### src/verilog/umsel_defs.vh
`ifndef UMSEL_DEFS_VH
`define UMSEL_DEFS_VH

// Modem status register field positions
`define UMSEL_MSR_DCTS      0
`define UMSEL_MSR_DDSR      1
`define UMSEL_MSR_TERI      2
`define UMSEL_MSR_DDCD      3
`define UMSEL_MSR_CTS       4
`define UMSEL_MSR_DSR       5
`define UMSEL_MSR_RI        6
`define UMSEL_MSR_DCD       7

// Register index of the modem status register on register_select_lines
`define UMSEL_ADDR_MSR      3'h6
`define UMSEL_ADDR_W        3

// Data bus width
`define UMSEL_DATA_W        8

// Reset levels
`define UMSEL_MSR_RST       8'h00
`define UMSEL_DATA_RST      8'h00

`endif

### src/verilog/umsel_sync2.v
`timescale 1ns/1ps
`default_nettype none

// ***********************************************
// Two-stage synchroniser for a bus of levels
// ***********************************************
module umsel_sync2 #(
  parameter W = 3
) (
  input  wire         clk_i,    // System clock
  input  wire         reset_i,  // Async reset, high
  input  wire [W-1:0] d_i,      // Asynchronous levels
  output reg  [W-1:0] q_o       // Synchronised levels
);

  reg [W-1:0] meta_r;

  // Only the second stage reads the first
  // Reset to the idle high level of the active-low modem pins, so the
  // first edges after reset never look like a change on idle pins
  always @(posedge clk_i or posedge reset_i) begin
    if (reset_i) begin
      meta_r <= {W{1'b1}};
      q_o    <= {W{1'b1}};
    end else begin
      meta_r <= d_i;
      q_o    <= meta_r;
    end
  end

endmodule

`default_nettype wire

### src/verilog/umsel_top.v
// Functional notes
// - Selected only when both high selects high and low select low.
// - Status bit 4 shows clear-to-send level; bit 0 flags its change.
// - Clear-to-send change interrupts only if enabled and auto flow off.
// - In auto clear-to-send mode, outside loop-back, the input gates the transmitter.
// - Bit 7 shows carrier-detect level; bit 3 flags its change.
// - Bit 5 shows data-set-ready level; bit 1 flags its change.
// - Carrier or data-set-ready change interrupts when modem interrupt enabled.
// - Change flags accumulate since last status read; the read clears them.
// - Eight-line data bus driven only during selected host reads.
// - Transceiver-disable low except while host reads the device.
// - Data-terminal-ready goes low when its control bit is set.
// - Data-terminal-ready high on reset, in loop-back, or bit cleared.
// - Interrupt active high for any enabled cause.
// - Interrupt drops once serviced or on master reset.
// - Master reset clears the change flags and sets outputs to reset levels; the address latch keeps its value.
// - Strobe low passes selects through; rising edge latches and holds them.
`timescale 1ns/1ps
`default_nettype none
`include "umsel_defs.vh"

module umsel_top (
  input  wire                      clk_i,                   // 100 MHz clock
  input  wire                      reset_i,                 // Async reset
  input  wire                      master_reset_in_i,       // Master reset
  input  wire                      select_high_a_i,         // Select, high
  input  wire                      select_high_b_i,         // Select, high
  input  wire                      select_low_n_i,          // Select, low
  input  wire                      address_latch_strobe_n_i,// Strobe, low
  input  wire [`UMSEL_ADDR_W-1:0]  register_select_lines_i, // Reg index
  input  wire                      host_read_i,             // Read strobe
  input  wire [`UMSEL_DATA_W-1:0]  host_data_lines_i,       // Bus input
  output reg  [`UMSEL_DATA_W-1:0]  host_data_lines_o,       // Bus output
  output reg                       host_data_lines_oe_o,    // Bus enable
  input  wire [`UMSEL_DATA_W-1:0]  other_read_data_i,       // Other regs
  input  wire                      cts_n_i,                 // Clear to send
  input  wire                      dsr_n_i,                 // Data set ready
  input  wire                      dcd_n_i,                 // Carrier detect
  input  wire                      modem_irq_en_i,          // Modem int enable
  input  wire                      auto_cts_en_i,           // Auto CTS mode
  input  wire                      dtr_ctrl_i,              // DTR control bit
  input  wire                      loopback_i,              // Loop-back mode
  input  wire                      other_irq_i,             // Other int causes
  output reg                       tx_allow_o,              // Tx may send
  output reg  [`UMSEL_DATA_W-1:0]  modem_status_o,          // MSR view
  output reg                       dtr_n_o,                 // DTR, low
  output reg                       transceiver_drive_off_o, // Drive off
  output reg                       irq_o                    // Interrupt
);

  // ***********************************************
  // Helper functions
  // ***********************************************
  // True when a register index points at the modem status register
  function is_status_idx;
    input [`UMSEL_ADDR_W-1:0] idx;
    begin
      is_status_idx = (idx == `UMSEL_ADDR_MSR);
    end
  endfunction

  // Next value of one change flag; a fresh change beats a read clear
  function flag_next;
    input chg;
    input old;
    input clr;
    begin
      flag_next = chg | (old & ~clr);
    end
  endfunction

  // ***********************************************
  // Local reset and address latch
  // ***********************************************
  wire rst_any = master_reset_in_i;

  reg                     sel_hold_r;
  reg [`UMSEL_ADDR_W-1:0] addr_hold_r;
  reg                     strobe_prev_r;

  wire sel_live = select_high_a_i & select_high_b_i & ~select_low_n_i;

  // Transparent while strobe low, held while high
  wire                     sel_eff  = address_latch_strobe_n_i ?
                                      sel_hold_r : sel_live;
  wire [`UMSEL_ADDR_W-1:0] addr_eff = address_latch_strobe_n_i ?
                                      addr_hold_r :
                                      register_select_lines_i;

  always @(posedge clk_i or posedge reset_i) begin
    if (reset_i) begin
      sel_hold_r    <= 1'b0;
      addr_hold_r   <= {`UMSEL_ADDR_W{1'b0}};
      strobe_prev_r <= 1'b0;
    end else begin
      strobe_prev_r <= address_latch_strobe_n_i;
      if (!address_latch_strobe_n_i) begin
        sel_hold_r  <= sel_live;
        addr_hold_r <= register_select_lines_i;
      end
    end
  end

  // ***********************************************
  // Modem input synchronisers
  // ***********************************************
  wire [2:0] modem_sync;

  umsel_sync2 #(
    .W(3)
  ) u_sync (
    .clk_i   (clk_i),
    .reset_i (reset_i),
    .d_i     ({dcd_n_i, dsr_n_i, cts_n_i}),
    .q_o     (modem_sync)
  );

  reg [2:0] modem_prev_r;
  reg       prev_valid_r;
  reg       dcts_r;
  reg       ddsr_r;
  reg       ddcd_r;

  // First compare waits one cycle so reset levels never look like an edge
  wire [2:0] modem_chg = prev_valid_r ? (modem_sync ^ modem_prev_r)
                                      : 3'h0;

  wire rd_access = sel_eff & host_read_i;
  wire msr_read  = rd_access & is_status_idx(addr_eff);
  reg  msr_read_prev_r;
  // Clear on the trailing edge of a read so a long read sees stable data
  wire msr_read_end = msr_read_prev_r & ~msr_read;

  // ***********************************************
  // Previous-sample tracker and read-end detector
  // ***********************************************
  // Tracker resets to the idle high level of the pins, like the synchroniser
  always @(posedge clk_i or posedge reset_i) begin
    if (reset_i) begin
      modem_prev_r    <= 3'h7;
      prev_valid_r    <= 1'b0;
      msr_read_prev_r <= 1'b0;
    end else if (rst_any) begin
      modem_prev_r    <= modem_sync;
      prev_valid_r    <= 1'b1;
      msr_read_prev_r <= 1'b0;
    end else begin
      modem_prev_r    <= modem_sync;
      prev_valid_r    <= 1'b1;
      msr_read_prev_r <= msr_read;
    end
  end

  // ***********************************************
  // Change flags: set wins over read clear
  // ***********************************************
  // Each flag has its own process so one can be traced alone
  always @(posedge clk_i or posedge reset_i) begin
    if (reset_i) begin
      dcts_r <= 1'b0;
    end else if (rst_any) begin
      dcts_r <= 1'b0;
    end else begin
      dcts_r <= flag_next(modem_chg[0], dcts_r, msr_read_end);
    end
  end

  always @(posedge clk_i or posedge reset_i) begin
    if (reset_i) begin
      ddsr_r <= 1'b0;
    end else if (rst_any) begin
      ddsr_r <= 1'b0;
    end else begin
      ddsr_r <= flag_next(modem_chg[1], ddsr_r, msr_read_end);
    end
  end

  always @(posedge clk_i or posedge reset_i) begin
    if (reset_i) begin
      ddcd_r <= 1'b0;
    end else if (rst_any) begin
      ddcd_r <= 1'b0;
    end else begin
      ddcd_r <= flag_next(modem_chg[2], ddcd_r, msr_read_end);
    end
  end

  // ***********************************************
  // Status composition and interrupt
  // ***********************************************
  // Level bits report the asserted (low-pin) state as one
  reg [`UMSEL_DATA_W-1:0] msr_nxt;
  always @* begin
    msr_nxt = `UMSEL_MSR_RST;
    msr_nxt[`UMSEL_MSR_DCTS] = dcts_r;
    msr_nxt[`UMSEL_MSR_DDSR] = ddsr_r;
    msr_nxt[`UMSEL_MSR_DDCD] = ddcd_r;
    msr_nxt[`UMSEL_MSR_CTS]  = ~modem_sync[0];
    msr_nxt[`UMSEL_MSR_DSR]  = ~modem_sync[1];
    msr_nxt[`UMSEL_MSR_DCD]  = ~modem_sync[2];
  end

  // A CTS change only counts as a modem interrupt outside auto-CTS mode
  wire modem_irq = modem_irq_en_i &
                   ((dcts_r & ~auto_cts_en_i) | ddsr_r | ddcd_r);
  wire irq_nxt   = modem_irq | other_irq_i;

  wire [`UMSEL_DATA_W-1:0] rd_data = is_status_idx(addr_eff) ?
                                     msr_nxt : other_read_data_i;

  // ***********************************************
  // Registered outputs
  // ***********************************************
  // Bus drive and transceiver control come from one decision, so the
  // external driver can never be on while the bus is driven
  always @(posedge clk_i or posedge reset_i) begin
    if (reset_i) begin
      host_data_lines_o       <= `UMSEL_DATA_RST;
      host_data_lines_oe_o    <= 1'b0;
      transceiver_drive_off_o <= 1'b0;
    end else if (rst_any) begin
      host_data_lines_o       <= `UMSEL_DATA_RST;
      host_data_lines_oe_o    <= 1'b0;
      transceiver_drive_off_o <= 1'b0;
    end else begin
      host_data_lines_o       <= rd_access ? rd_data : `UMSEL_DATA_RST;
      host_data_lines_oe_o    <= rd_access;
      transceiver_drive_off_o <= rd_access;
    end
  end

  // Status copy for the rest of the device
  always @(posedge clk_i or posedge reset_i) begin
    if (reset_i) begin
      modem_status_o <= `UMSEL_MSR_RST;
    end else if (rst_any) begin
      modem_status_o <= `UMSEL_MSR_RST;
    end else begin
      modem_status_o <= msr_nxt;
    end
  end

  // Terminal ready: inactive high unless the bit is set outside loop-back
  always @(posedge clk_i or posedge reset_i) begin
    if (reset_i) begin
      dtr_n_o <= 1'b1;
    end else if (rst_any) begin
      dtr_n_o <= 1'b1;
    end else begin
      dtr_n_o <= ~(dtr_ctrl_i & ~loopback_i);
    end
  end

  // Interrupt follows its causes with one cycle of latency
  always @(posedge clk_i or posedge reset_i) begin
    if (reset_i) begin
      irq_o <= 1'b0;
    end else if (rst_any) begin
      irq_o <= 1'b0;
    end else begin
      irq_o <= irq_nxt;
    end
  end

  // Transmit gate; loop-back keeps the pin out of the gate path
  always @(posedge clk_i or posedge reset_i) begin
    if (reset_i) begin
      tx_allow_o <= 1'b0;
    end else if (rst_any) begin
      tx_allow_o <= 1'b0;
    end else begin
      tx_allow_o <= ~auto_cts_en_i | loopback_i |
                    ~modem_sync[0];
    end
  end

endmodule

`default_nettype wire

### config.mk
export PLATFORM = sky130hd
export DESIGN_NAME = umsel_top
export DESIGN_NICKNAME = d
export VERILOG_FILES = /design/src/verilog/umsel_sync2.v /design/src/verilog/umsel_top.v
export VERILOG_INCLUDE_DIRS = /design/src /design/src/verilog
export SDC_FILE = /design/constraint.sdc
export NUM_CORES = 1
export LEC_CHECK = 0
export BUFFER_PORTS_ARGS = -buffer_cell sky130_fd_sc_hd__buf_2
export CAP_MARGIN = 20
export CORE_MARGIN = 2
export CORE_UTILIZATION = 33
export DETAILED_ROUTE_END_ITERATION = 7
export GPL_ROUTABILITY_DRIVEN = 1
export PLACE_DENSITY = 0.6
export SLEW_MARGIN = 0
export SYNTH_ARGS = -nofsm -noshare
export SYNTH_HDL_FRONTEND = slang
export SYNTH_SLANG_ARGS = --single-unit
### constraint.sdc
create_clock -name clk_i -period 1.9 [get_ports clk_i]
set_clock_uncertainty 0.15 [all_clocks]
set_input_delay 0.38 -clock clk_i [delete_from_list [all_inputs] [get_ports clk_i]]
set_output_delay 0.38 -clock clk_i [all_outputs]
set_load 0.01 [all_outputs]
After elaboration in Yosys (flattened, before gate mapping)

Index checks and enable logic that the tools add are counted.
W data, S select, Z words.

Register bits after elaboration: 38
Bits of input ports: 35
Output and inout bits: 21
Word-level logic and storage cells: 61

Equal/unequal tests: 1
Muxes and demuxes: 15
Bitwise logic cells: 29

Operator list:

| kind                 | number |
|---|---|
| $mux W8              | 4 |
| $and A1 B1 Y1        | 11 |
| $mux W1              | 9 |
| $not A1 Y1           | 9 |
| $or A1 B1 Y1         | 8 |
| $mux W3              | 2 |
| $eq A3 B3 Y1 const B | 1 |
| $xor A3 B3 Y3        | 1 |

Logic depth before layout (Yosys ltp)

Gate-level depths: netlist of the first run.

Word-level depth: 11
Mapped depth: 5
Gate-level depth less buffers: 3

By module

A second synthesis of the first run with hierarchy kept.

Cell total of the unflattened synthesis: 110
Area total of the unflattened synthesis: 1412.6 um^2

Modules (own cells, without submodules):

| module      | times used | cells each | area each (um^2) | seq. area each (um^2) |
|---|---|---|---|---|
| umsel_top   | 1          | 103        | 1251.2           | 755.7 |
| umsel_sync2 | 1          | 7          | 161.4            | 157.7 |

Worst setup path before layout of the first run

Ideal clock, no wire load.

Path kind: input to register
Start point: in address_latch_strobe_n_i
End point: reg host_data_lines_o[0]
Library setup time: 0.139 ns
Arrival: 1.058 ns
Path slack: 0.552 ns
Cell stages on the path: 4
Buffers on the path: 1
Cell sequence: buf_6 and4bb_4 o211ai_4 a21oi_1

Cells in the longest elaborated chain, start to end: 5
Elaborated cells on any way between the ends: 7
Those cells by class: eq/ne: 1; mux: 5; bitwise: 1

Ends and longest elaborated chain:

| what                          | line            | source |
|---|---|---|
| from (decl)                   | umsel_top.v:29  | `input wire address_latch_strobe_n_i,` |
| $mux W3                       | --              |  |
| $eq A3 B3 Y1 (no source line) | --              |  |
| $mux W8                       | umsel_top.v:208 | `` wire [`UMSEL_DATA_W-1:0] rd_data = is_status_idx(addr_eff) ? `` |
| $mux W8 (no source line) *    | --              |  |
| $mux W8 *                     | umsel_top.v:221 | `end else if (rst_any) begin` |
| to (signal assigned)          | umsel_top.v:218 | `` host_data_lines_o <= `UMSEL_DATA_RST; `` |
| to (signal assigned)          | umsel_top.v:222 | `` host_data_lines_o <= `UMSEL_DATA_RST; `` |
| to (signal assigned)          | umsel_top.v:226 | `` host_data_lines_o <= rd_access ? rd_data : `UMSEL_DATA_RST; `` |
| to (decl)                     | umsel_top.v:33  | `` output reg [`UMSEL_DATA_W-1:0] host_data_lines_o, `` |

Mark *: on every way between the ends. The rest lies on a longest branch, timed or not.

Worst setup path in the final report of the first run

Start point: reg dtr_n_o
End point: out dtr_n_o

RTL lines:

| what                   | line            | source |
|---|---|---|
| from (decl)            | umsel_top.v:46  | `output reg dtr_n_o,` |
| from (signal assigned) | umsel_top.v:250 | `dtr_n_o <= ~(dtr_ctrl_i & ~loopback_i);` |

No word-level cell between the ends.

==> results of run 1 <==
flip-flops by register name, indices dropped and copies added (netlist names), 3 cells and up:
name               flops
host_data_lines_o      8
modem_status_o         6
addr_hold_r            3
modem_prev_r           3
u_sync.meta_r          3
u_sync.q_o             3
power breakdown:
part | total, µW | internal (µW) | switching (µW)
Sequential | 833 | 813 | 20.1
Combinational | 147 | 67.6 | 79.3
Clock | 578 | 331 | 247
synthesized netlist by cell type, drive strengths merged:
cell	instances
nor2b	5
nand3	6
conb	2
xor2	3
dfrtp	26
nor3	3
o31ai	1
nand4bb	1
and4bb	2
a22oi	3
dfstp	10
nand4b	1
nand2	1
o211ai	1
mux2	3
a211oi	3
nor2	5
or2	1
a31oi	1
a21oi	5
and4b	1
o21ai	10
buf	8
inv	6
and2	1
cell families after synthesis:
| kind of cell | after synthesis |
|---|---|
| DFF | 36 |
| muxes | 3 |
| and+or+nand+nor | 27 |
| other | 2 |
| buffers and inverters | 14 |
| AOI/OAI and AO/OA | 24 |
| xor gates and xnor gates | 3 |
routing by layer:
layer,vias to the layer above,share of wire,global-route usage,routed length (µm)
li1,461,-,-,-
met1,460,0.40,0.140,1140
met2,31,0.52,0.219,1460
met3,5,0.061,0.0392,172
met4,0,0.019,0.0719,53
met5,-,0,0,0
through the flow:
stage               cell area [µm²]  worst slack [ns]  total power, µW  hold WS, ns   util
floorplan                      1410             0.552              934        0.195      -
global placement               1660             0.337              987        0.196  0.409
detailed placement             1660             0.310              995        0.197  0.409
CTS                            1770             0.458             1580       0.0359  0.437
global route                   1770             0.386             1630       0.0330  0.437
finish                         1770             0.466             1560       0.0440  0.437
worst paths after layout:
path | from | to | slack, ns | cells past startpoint
setup / recovery | dtr_n_o$_DFF_PP1_ | dtr_n_o | 0.47 | 1
setup reg to reg | addr_hold_r[0]$_DFF_PP0_ | host_data_lines_o[7]$_DFF_PP0_ | 0.48 | 3
max in group asynchronous | reset_i | modem_prev_r[1]$_DFF_PP1_ | 0.53 | 4
hold reg to reg | u_sync.meta_r[2]$_DFF_PP1_ | u_sync.q_o[2]$_DFF_PP1_ | 0.21 | 0
min in group asynchronous | reset_i | host_data_lines_o[1]$_DFF_PP0_ | 0.50 | 3
hold / removal | dcd_n_i | u_sync.meta_r[2]$_DFF_PP1_ | 0.04 | 1
final cells by class:
type	count	area, µm²	share of cell area
Inverter	6	22.5	0.0127
Clock buffer	8	100	0.0565
Tap cell	50	62.6	0.0353
Sequential cell	36	913	0.516
Multi-Input combinational cell	60	418	0.236
Timing Repair Buffer	47	255	0.144
worst reg2reg max path: cells and delay by family (launching register included):
| kind | cells | cell delay [ns] |
|---|---|---|
| simple gates | 2 | 0.57 |
| flops | 1 | 0.39 |
| compound gates | 1 | 0.23 |
what timing repair did:
action | CTS | global route
hold buffers | 1 | 0
endpoints found under the hold margin | 10 | 0
setup endpoints to repair | 0 | 0
==> summary.txt, run 1 <==
Outcome
  – Outcome: finished, final reports clean

Global route
  – Initial antenna violation count: 0
  – GRT Residual Overflow: 0
  – Largest net degree at the start of global routing: 26
  – Vias in the first global route: ~1000
  – First-pass GRT wire length: between 4000 and 5000 µm
  – Global-route usage over all layers: 0.128

Logic synthesis
  – Avg Cell Area, Syn: about 13 µm²
  – Synth Area in XOR/XNOR: 0.0187
  – Synth Area in Compound Gates: 0.121
  – Largest family of logic cells by synthesized area: simple AND/OR/NAND/NOR gates
  – Most area-consuming cells after synthesis: dfrtp_1, dfstp_2, o21ai_1, a211oi_2, buf_4
  – Yosys warning count: 0
  – Post-Syn Instances: approximately 110
  – Post-synth top area share: 0.462
  – Synthesized flop and latch total: 36
  – Register area share after synthesis: 0.648
  – Synth unique cells: 30
  – Post-Synth Adder-Cell Area: 0
  – Post-synthesis mux area share: 0.0240
  – Post-synthesis simple-gate area fraction: 0.125
  – Area leader, netlist: dfrtp_1
  – Synth Cell Area: roughly 1400 µm²

Final layout
  – Commonest non-fill, non-tap cell in the layout: buf_2
  – Layout cells sized above 1: 0.484
  – Final Non-Filler Cells: slightly above 200
  – Antenna cells: 0
  – Filler instances: approximately 380
  – Commonest cells after routing, fill and taps aside: buf_2, dfrtp_1, o21ai_1, dfstp_2, clkbuf_8
  – P&R area growth vs syn: 25.8%
  – # nets final: roughly 190

Critical path
  – Critical path's top delay family: flip-flops
  – Crit path buf inv count: 1
  – CP max FO: 1
  – Crit-path cells: buf_2
  – Required @ worst endpoint: 1.37 ns
  – Critical path launch point type: register
  – CP max-delay cell: dfstp_2
  – Max stage delay on crit path: just over 0.5 ns
  – Type of the worst setup path: reg2out
  – Worst Path Arrival: 0.90 ns
  – Setup crit end kind: output port

Clocking
  – Longest Clk Path Bufs: 2
  – Clk slew on worst S/H paths: 0.07 ns
  – Num CTS Buffers: 5
  – CTS root buffer: clkbuf_8
  – Setup bufs post-CTS: 0
  – CTS resizes: 0
  – Clock sink count: 36
  – CTS tree: yes
  – Worst skew pair latency: 0.28 ns
  – H-tree depth: 2

STA
  – Final Setup Violations: 0
  – Final hold viol count: 0
  – Max Fclk: approximately 700 MHz
  – Final Max Slew Viols: 0
  – RSZ-0062 raised after global routing: no
  – Final period util: 0.755
  – Setup TNS: 0 ns
  – Fin crit period: around 1.4 ns

Floorplan
  – DIE WIDTH: 69.3 µm
  – CORE AREA: a little over 4000 µm²
  – Full die area: a little under 5000 µm²
  – Initial core utilization: 0.347
  – # IOs: 56
  – Std-Cell Rows: 23
  – Chip Height: about 69 µm

Drt
  – Initial drt markers: 21
  – WL final: approximately 2800 µm
  – DR vias: approximately 960
  – Post-DR wirelength/cell: 13.7 µm
  – Detailed Routing Iterations Pass 1: 4
  – Via density: 4.62
  – Residual DRC: 0
  – Antenna viol nets, final: 0

Power
  – P_leak: 0.000881 µW
  – P per Cell Area: ~900 nW/µm²
  – VDD IR max: about 0.31 mV

Worst hold path
  – HP Class: in2reg

Placed design
  – GP Congestion: between 0.7 and 0.8
  – Dpl hpwl: around 2200 µm
  – IO Port Bufs: 45
  – Placed cell count: between 150 and 200

Flow run
  – Max-cap check violation count: 0
Power figures use the tool's default switching activity.
==> run 2, diff against run 1 <==
--- a/config.mk
+++ b/config.mk
@@ -12,7 +12,7 @@
 export CORE_UTILIZATION = 33
 export DETAILED_ROUTE_END_ITERATION = 7
 export GPL_ROUTABILITY_DRIVEN = 1
-export PLACE_DENSITY = 0.6
+export PLACE_DENSITY = 0.62
 export SLEW_MARGIN = 0
 export SYNTH_ARGS = -nofsm -noshare
 export SYNTH_HDL_FRONTEND = slang
==> constraint.sdc (replaced) <==
create_clock -name clk_i -period 1.3 [get_ports clk_i]
set_clock_uncertainty 0.15 [all_clocks]
set_input_delay 0.26 -clock clk_i [delete_from_list [all_inputs] [get_ports clk_i]]
set_output_delay 0.26 -clock clk_i [all_outputs]
set_load 0.01 [all_outputs]
==> summary.txt, run 2 (synthesized netlist as in run 1, its figures left out) <==
Worst hold path
  – WHS Endpoint: tx_allow_o$_DFF_PP0_
  – Hold Startpoint: auto_cts_en_i
  – HP Class: in2reg
  – Hold depth: 2

Final layout
  – P&R area growth vs syn: 37.6%
  – Layout cells sized above 1: 0.550
  – Final Non-Filler Cells: between 200 and 250
  – Filler instances: roughly 380
  – Commonest non-fill, non-tap cell in the layout: buf_2
  – Commonest cells after routing, fill and taps aside: buf_2, dfrtp_1, dfstp_2
  – Max FFs per register: 8
  – # nets final: about 210
  – Antenna cells: 0
  – Top flop regs: host_data_lines_o (8), modem_status_o (6)
  – Largest Register: host_data_lines_o

Floorplan
  – CORE AREA: between 4000 and 5000 µm²
  – Std-Cell Rows: 23
  – Full die area: 4810 µm²
  – # IOs: 56
  – Initial core utilization: 0.347
  – Chip Height: 69.3 µm
  – DIE WIDTH: approximately 69 µm

STA
  – Final Max Slew Viols: 0
  – Setup TNS: -0.0123 ns
  – Final hold viol count: 0
  – Final period util: 1.01
  – RSZ-0062 raised after global routing: yes
  – Fin crit period: between 1 and 1.5 ns
  – Final Worst Setup Slack: -0.0123 ns
  – Max Fclk: approximately 760 MHz
  – Final Setup Violations: 1

Placed design
  – Dpl hpwl: about 2200 µm
  – GP Congestion: between 0.7 and 0.8
  – IO Port Bufs: between 40 and 50
  – Post-place setup slack: -0.0643 ns
  – Placed cell count: about 210

Critical path
  – Worst r2r src: addr_hold_r[2]$_DFF_PP0_
  – Max stage delay on crit path: between 0.5 and 0.6 ns
  – CP max FO: 1
  – Worst Path Arrival: around 0.90 ns
  – R2R Path End: host_data_lines_o[7]$_DFF_PP0_
  – Crit-path cells: buf_6
  – Crit path buf inv count: 1
  – Critical path's top delay family: flip-flops
  – Setup crit end kind: output port
  – CP max-delay cell: dfstp_2
  – Type of the worst setup path: reg2out
  – Reg2reg setup slack: 0 ns
  – Required @ worst endpoint: between 0.8 and 0.9 ns
  – Critical path launch point type: register
  – FF-to-FF path depth: 4

Clocking
  – Longest Clk Path Bufs: 2
  – Num CTS Buffers: 5
  – CTS root buffer: clkbuf_8
  – CTS tree: yes
  – Worst skew pair latency: roughly 0.28 ns
  – Clk slew on worst S/H paths: around 0.070 ns
  – Clock sink count: 36
  – H-tree depth: 2

Drt
  – DR vias: about 1000
  – WL final: about 2900 µm
  – Residual DRC: 0
  – Via density: 4.63
  – Detailed Routing Iterations Pass 1: 4
  – Initial drt markers: 24
  – Antenna viol nets, final: 0
  – Post-DR wirelength/cell: approximately 13 µm

Global route
  – Initial antenna violation count: 0
  – Vias in the first global route: 1099
  – First-pass GRT wire length: between 5000 and 6000 µm
  – Largest net degree at the start of global routing: 37
  – GRT Residual Overflow: 0
  – Global-route usage over all layers: 0.136

Power
  – VDD IR max: between 0.5 and 0.6 mV
  – P_leak: between 0.0009 and 0.001 µW
  – Power Total: approximately 2300 µW
  – P per Cell Area: 1170 nW/µm²

Flow run
  – Max-cap check violation count: 0

Outcome
  – Violated checks: negative setup slack
  – Outcome: finished, violations left
-- run 2: how the worst max path moves through the flow --
stage	from	endpoint	slack (ns)	cells past startpoint
after detailed placement	address_latch_strobe_n_i	host_data_lines_o[4]$_DFF_PP0_	-0.06	5
after CTS	dtr_n_o$_DFF_PP1_	dtr_n_o	-0.03	1
after global routing	addr_hold_r[0]$_DFF_PP0_	host_data_lines_o[3]$_DFF_PP0_	-0.05	4
after floorplan	addr_hold_r[2]$_DFF_PP0_	host_data_lines_o[4]$_DFF_PP0_	0.06	4
after global placement	address_latch_strobe_n_i	host_data_lines_o[7]$_DFF_PP0_	-0.03	5
final	dtr_n_o$_DFF_PP1_	dtr_n_o	-0.01	1
-- run 2: per-layer routing --
metal,track usage,vias to the layer above,share of wire
met1,0.149,498,0.39
met5,0,-,0
met4,0.0654,0,0.021
met3,0.0509,6,0.056
met2,0.231,30,0.54
li1,-,489,-
-- run 2: what timing repair did --
item,4_1_cts,5_1_grt
pin swaps,0,8
cloned,0,1
endpoints found under the hold margin,30,0
buffers inserted,0,1
endpoints found under the setup margin,4,10
hold buffers,5,0
gates resized for setup,4,9
-- run 2: area by class of cell --
type,instances,area (µm²),area share
timing repair buffer,61,397,0.205
sequential,36,913,0.471
clock buffer,8,90.1,0.0465
multi-input combinational,60,453,0.234
inverter,6,22.5,0.0116
tap,50,62.6,0.0323
-- run 2: power by group --
group          switching [µW]  total, µW  internal [µW]
Sequential               28.2       1220           1190
Combinational             131        265            134
Clock                     357        788            431
-- run 2: through the flow --
stage | hold slack [ns] | instance area, µm² | utilization
after global placement | 0.172 | 1730 | 0.427
after CTS | 0.0274 | 1900 | 0.467
final | 0.0337 | 1940 | 0.478
after global routing | 0.0474 | 1940 | 0.478
after detailed placement | 0.178 | 1730 | 0.427
after floorplan | 0.114 | 1410 | -
==> run 3, diff against run 2 <==
--- a/config.mk
+++ b/config.mk
@@ -9,10 +9,10 @@
 export BUFFER_PORTS_ARGS = -buffer_cell sky130_fd_sc_hd__buf_2
 export CAP_MARGIN = 20
 export CORE_MARGIN = 2
-export CORE_UTILIZATION = 33
+export CORE_UTILIZATION = 42
 export DETAILED_ROUTE_END_ITERATION = 7
 export GPL_ROUTABILITY_DRIVEN = 1
-export PLACE_DENSITY = 0.62
+export PLACE_DENSITY = 0.75
 export SLEW_MARGIN = 0
 export SYNTH_ARGS = -nofsm -noshare
 export SYNTH_HDL_FRONTEND = slang
==> summary.txt, run 3 (synthesized netlist as in run 1, its figures left out) <==
Critical path
  – Reg2reg setup slack: about 0.030 ns
  – CP max FO: 1
  – Worst r2r src: addr_hold_r[0]$_DFF_PP0_
  – Worst Path Arrival: 0.97 ns
  – Crit-path cells: buf_6
  – Setup crit end kind: output port
  – Required @ worst endpoint: around 0.89 ns
  – Critical path's top delay family: flip-flops
  – CP max-delay cell: dfstp_2
  – Max stage delay on crit path: between 0.5 and 0.6 ns
  – FF-to-FF path depth: 3
  – Type of the worst setup path: reg2out
  – R2R Path End: host_data_lines_o[4]$_DFF_PP0_
  – Crit path buf inv count: 1
  – Critical path launch point type: register

Power
  – VDD IR max: ~0.59 mV
  – P per Cell Area: 1130 nW/µm²
  – P_leak: 0.000971 µW

Drt
  – Detailed Routing Iterations Pass 1: 4
  – Residual DRC: 0
  – Via density: 4.71
  – Initial drt markers: 34
  – Post-DR wirelength/cell: about 13 µm
  – DR vias: 1045
  – WL final: between 2000 and 3000 µm
  – Antenna viol nets, final: 0

Clocking
  – Longest Clk Path Bufs: 2
  – CTS root buffer: clkbuf_4
  – Clk slew on worst S/H paths: 0.10 ns
  – Worst skew pair latency: approximately 0.34 ns
  – H-tree depth: 2
  – Clock sink count: 36
  – Num CTS Buffers: 5
  – CTS tree: yes

Worst hold path
  – WHS Endpoint: irq_o$_DFF_PP0_
  – Hold Startpoint: modem_irq_en_i
  – HP Class: in2reg
  – Hold depth: 3

Floorplan
  – Initial core utilization: 0.429
  – Std-Cell Rows: 21
  – CORE AREA: between 3000 and 4000 µm²
  – Chip Height: approximately 62 µm
  – Full die area: around 3800 µm²
  – DIE WIDTH: approximately 62 µm
  – # IOs: 56

Final layout
  – Layout cells sized above 1: 0.523
  – Commonest cells after routing, fill and taps aside: buf_2, dfrtp_1, dlygate4sd3_1
  – # nets final: 210
  – Max FFs per register: 8
  – Commonest non-fill, non-tap cell in the layout: buf_2
  – Top flop regs: host_data_lines_o (8), modem_status_o (6)
  – Largest Register: host_data_lines_o
  – Filler instances: around 260
  – Antenna cells: 0
  – P&R area growth vs syn: 42.0%
  – Util after Layout: 0.609

STA
  – Max Fclk: 724 MHz
  – Final period util: 1.06
  – WHS: 0.0162 ns
  – Final hold viol count: 0
  – RSZ-0062 raised after global routing: yes
  – Fin crit period: ~1.4 ns
  – Final Max Slew Viols: 0
  – Final Setup Violations: 1
  – Final Worst Setup Slack: -0.0819 ns
  – Setup TNS: -0.0819 ns

Placed design
  – IO Port Bufs: 45
  – Dpl hpwl: about 2000 µm
  – GP Congestion: between 0.7 and 0.8
  – Post-place setup slack: -0.0620 ns

Global route
  – First-pass GRT wire length: around 4300 µm
  – Largest net degree at the start of global routing: 37
  – Vias in the first global route: 990
  – Initial antenna violation count: 0
  – Global-route usage over all layers: 0.166
  – GRT Residual Overflow: 0

Outcome
  – Violated checks: negative setup slack
  – Outcome: finished, violations left

Flow run
  – Max-cap check violation count: 0
## run 3: cell types whose count changed in the layout (fill, tap and decap cells not counted), moves of 2 or more
cell / change
clkbuf_4: +5
nor3_4: +2
o21ai_2: -2
buf_2: -3
o21ai_1: +2
nor3_2: -2
dlygate4sd3_1: +7
clkbuf_8: -6
## run 3: how the worst max path moves through the flow
| stage | end | cells past startpoint | from |
|---|---|---|---|
| after CTS | dtr_n_o | 1 | dtr_n_o$_DFF_PP1_ |
| final | dtr_n_o | 1 | dtr_n_o$_DFF_PP1_ |
| after detailed placement | host_data_lines_o[5]$_DFF_PP0_ | 5 | address_latch_strobe_n_i |
| after floorplan | host_data_lines_o[4]$_DFF_PP0_ | 4 | addr_hold_r[2]$_DFF_PP0_ |
| after global placement | host_data_lines_o[4]$_DFF_PP0_ | 5 | address_latch_strobe_n_i |
| after global routing | dtr_n_o | 1 | dtr_n_o$_DFF_PP1_ |
## run 3: layer usage
| metal | vias to the layer above | routed length, µm | GRT usage |
|---|---|---|---|
| met5 | - | 0 | 0 |
| met4 | 0 | 119 | 0.134 |
| met3 | 11 | 146 | 0.0580 |
| met2 | 37 | 1480 | 0.275 |
| met1 | 496 | 1240 | 0.168 |
| li1 | 501 | - | - |
## run 3: final cells by class
type,instances,area [µm²],share of cell area
Clock buffer,6,41.3,0.0206
Clock inverter,2,35.0,0.0175
Inverter,6,22.5,0.0113
Multi-Input combinational cell,61,475,0.238
Sequential cell,36,913,0.457
Tap cell,46,57.6,0.0288
Timing Repair Buffer,65,455,0.228
## run 3: what timing repair did
action,CTS,global route
buffers inserted,0,0
endpoints found under the hold margin,36,0
pin swaps,0,9
gates resized for setup,5,10
endpoints found under the setup margin,12,20
hold buffers,12,0
gates cloned,0,1
## run 3: metrics by stage
step | std cells | area, µm² | power (µW)
finish | 222 | 2000 | 2260
floorplan | 110 | 1410 | 1370
global placement | 201 | 1720 | 1450
detailed placement | 201 | 1720 | 1470
CTS | 221 | 1940 | 2270
global route | 222 | 2000 | 2370
## run 3: report_power, final
group | internal [µW] | switching (µW)
logic | 146 | 133
registers | 1190 | 33.4
clock network | 403 | 355
## run 3: worst register-to-register path: stages, from the launching register on
cell	delay, ns
dfrtp_1	0.41
and4b_4	0.43
nor3_2	0.07
a211oi_2	0.13
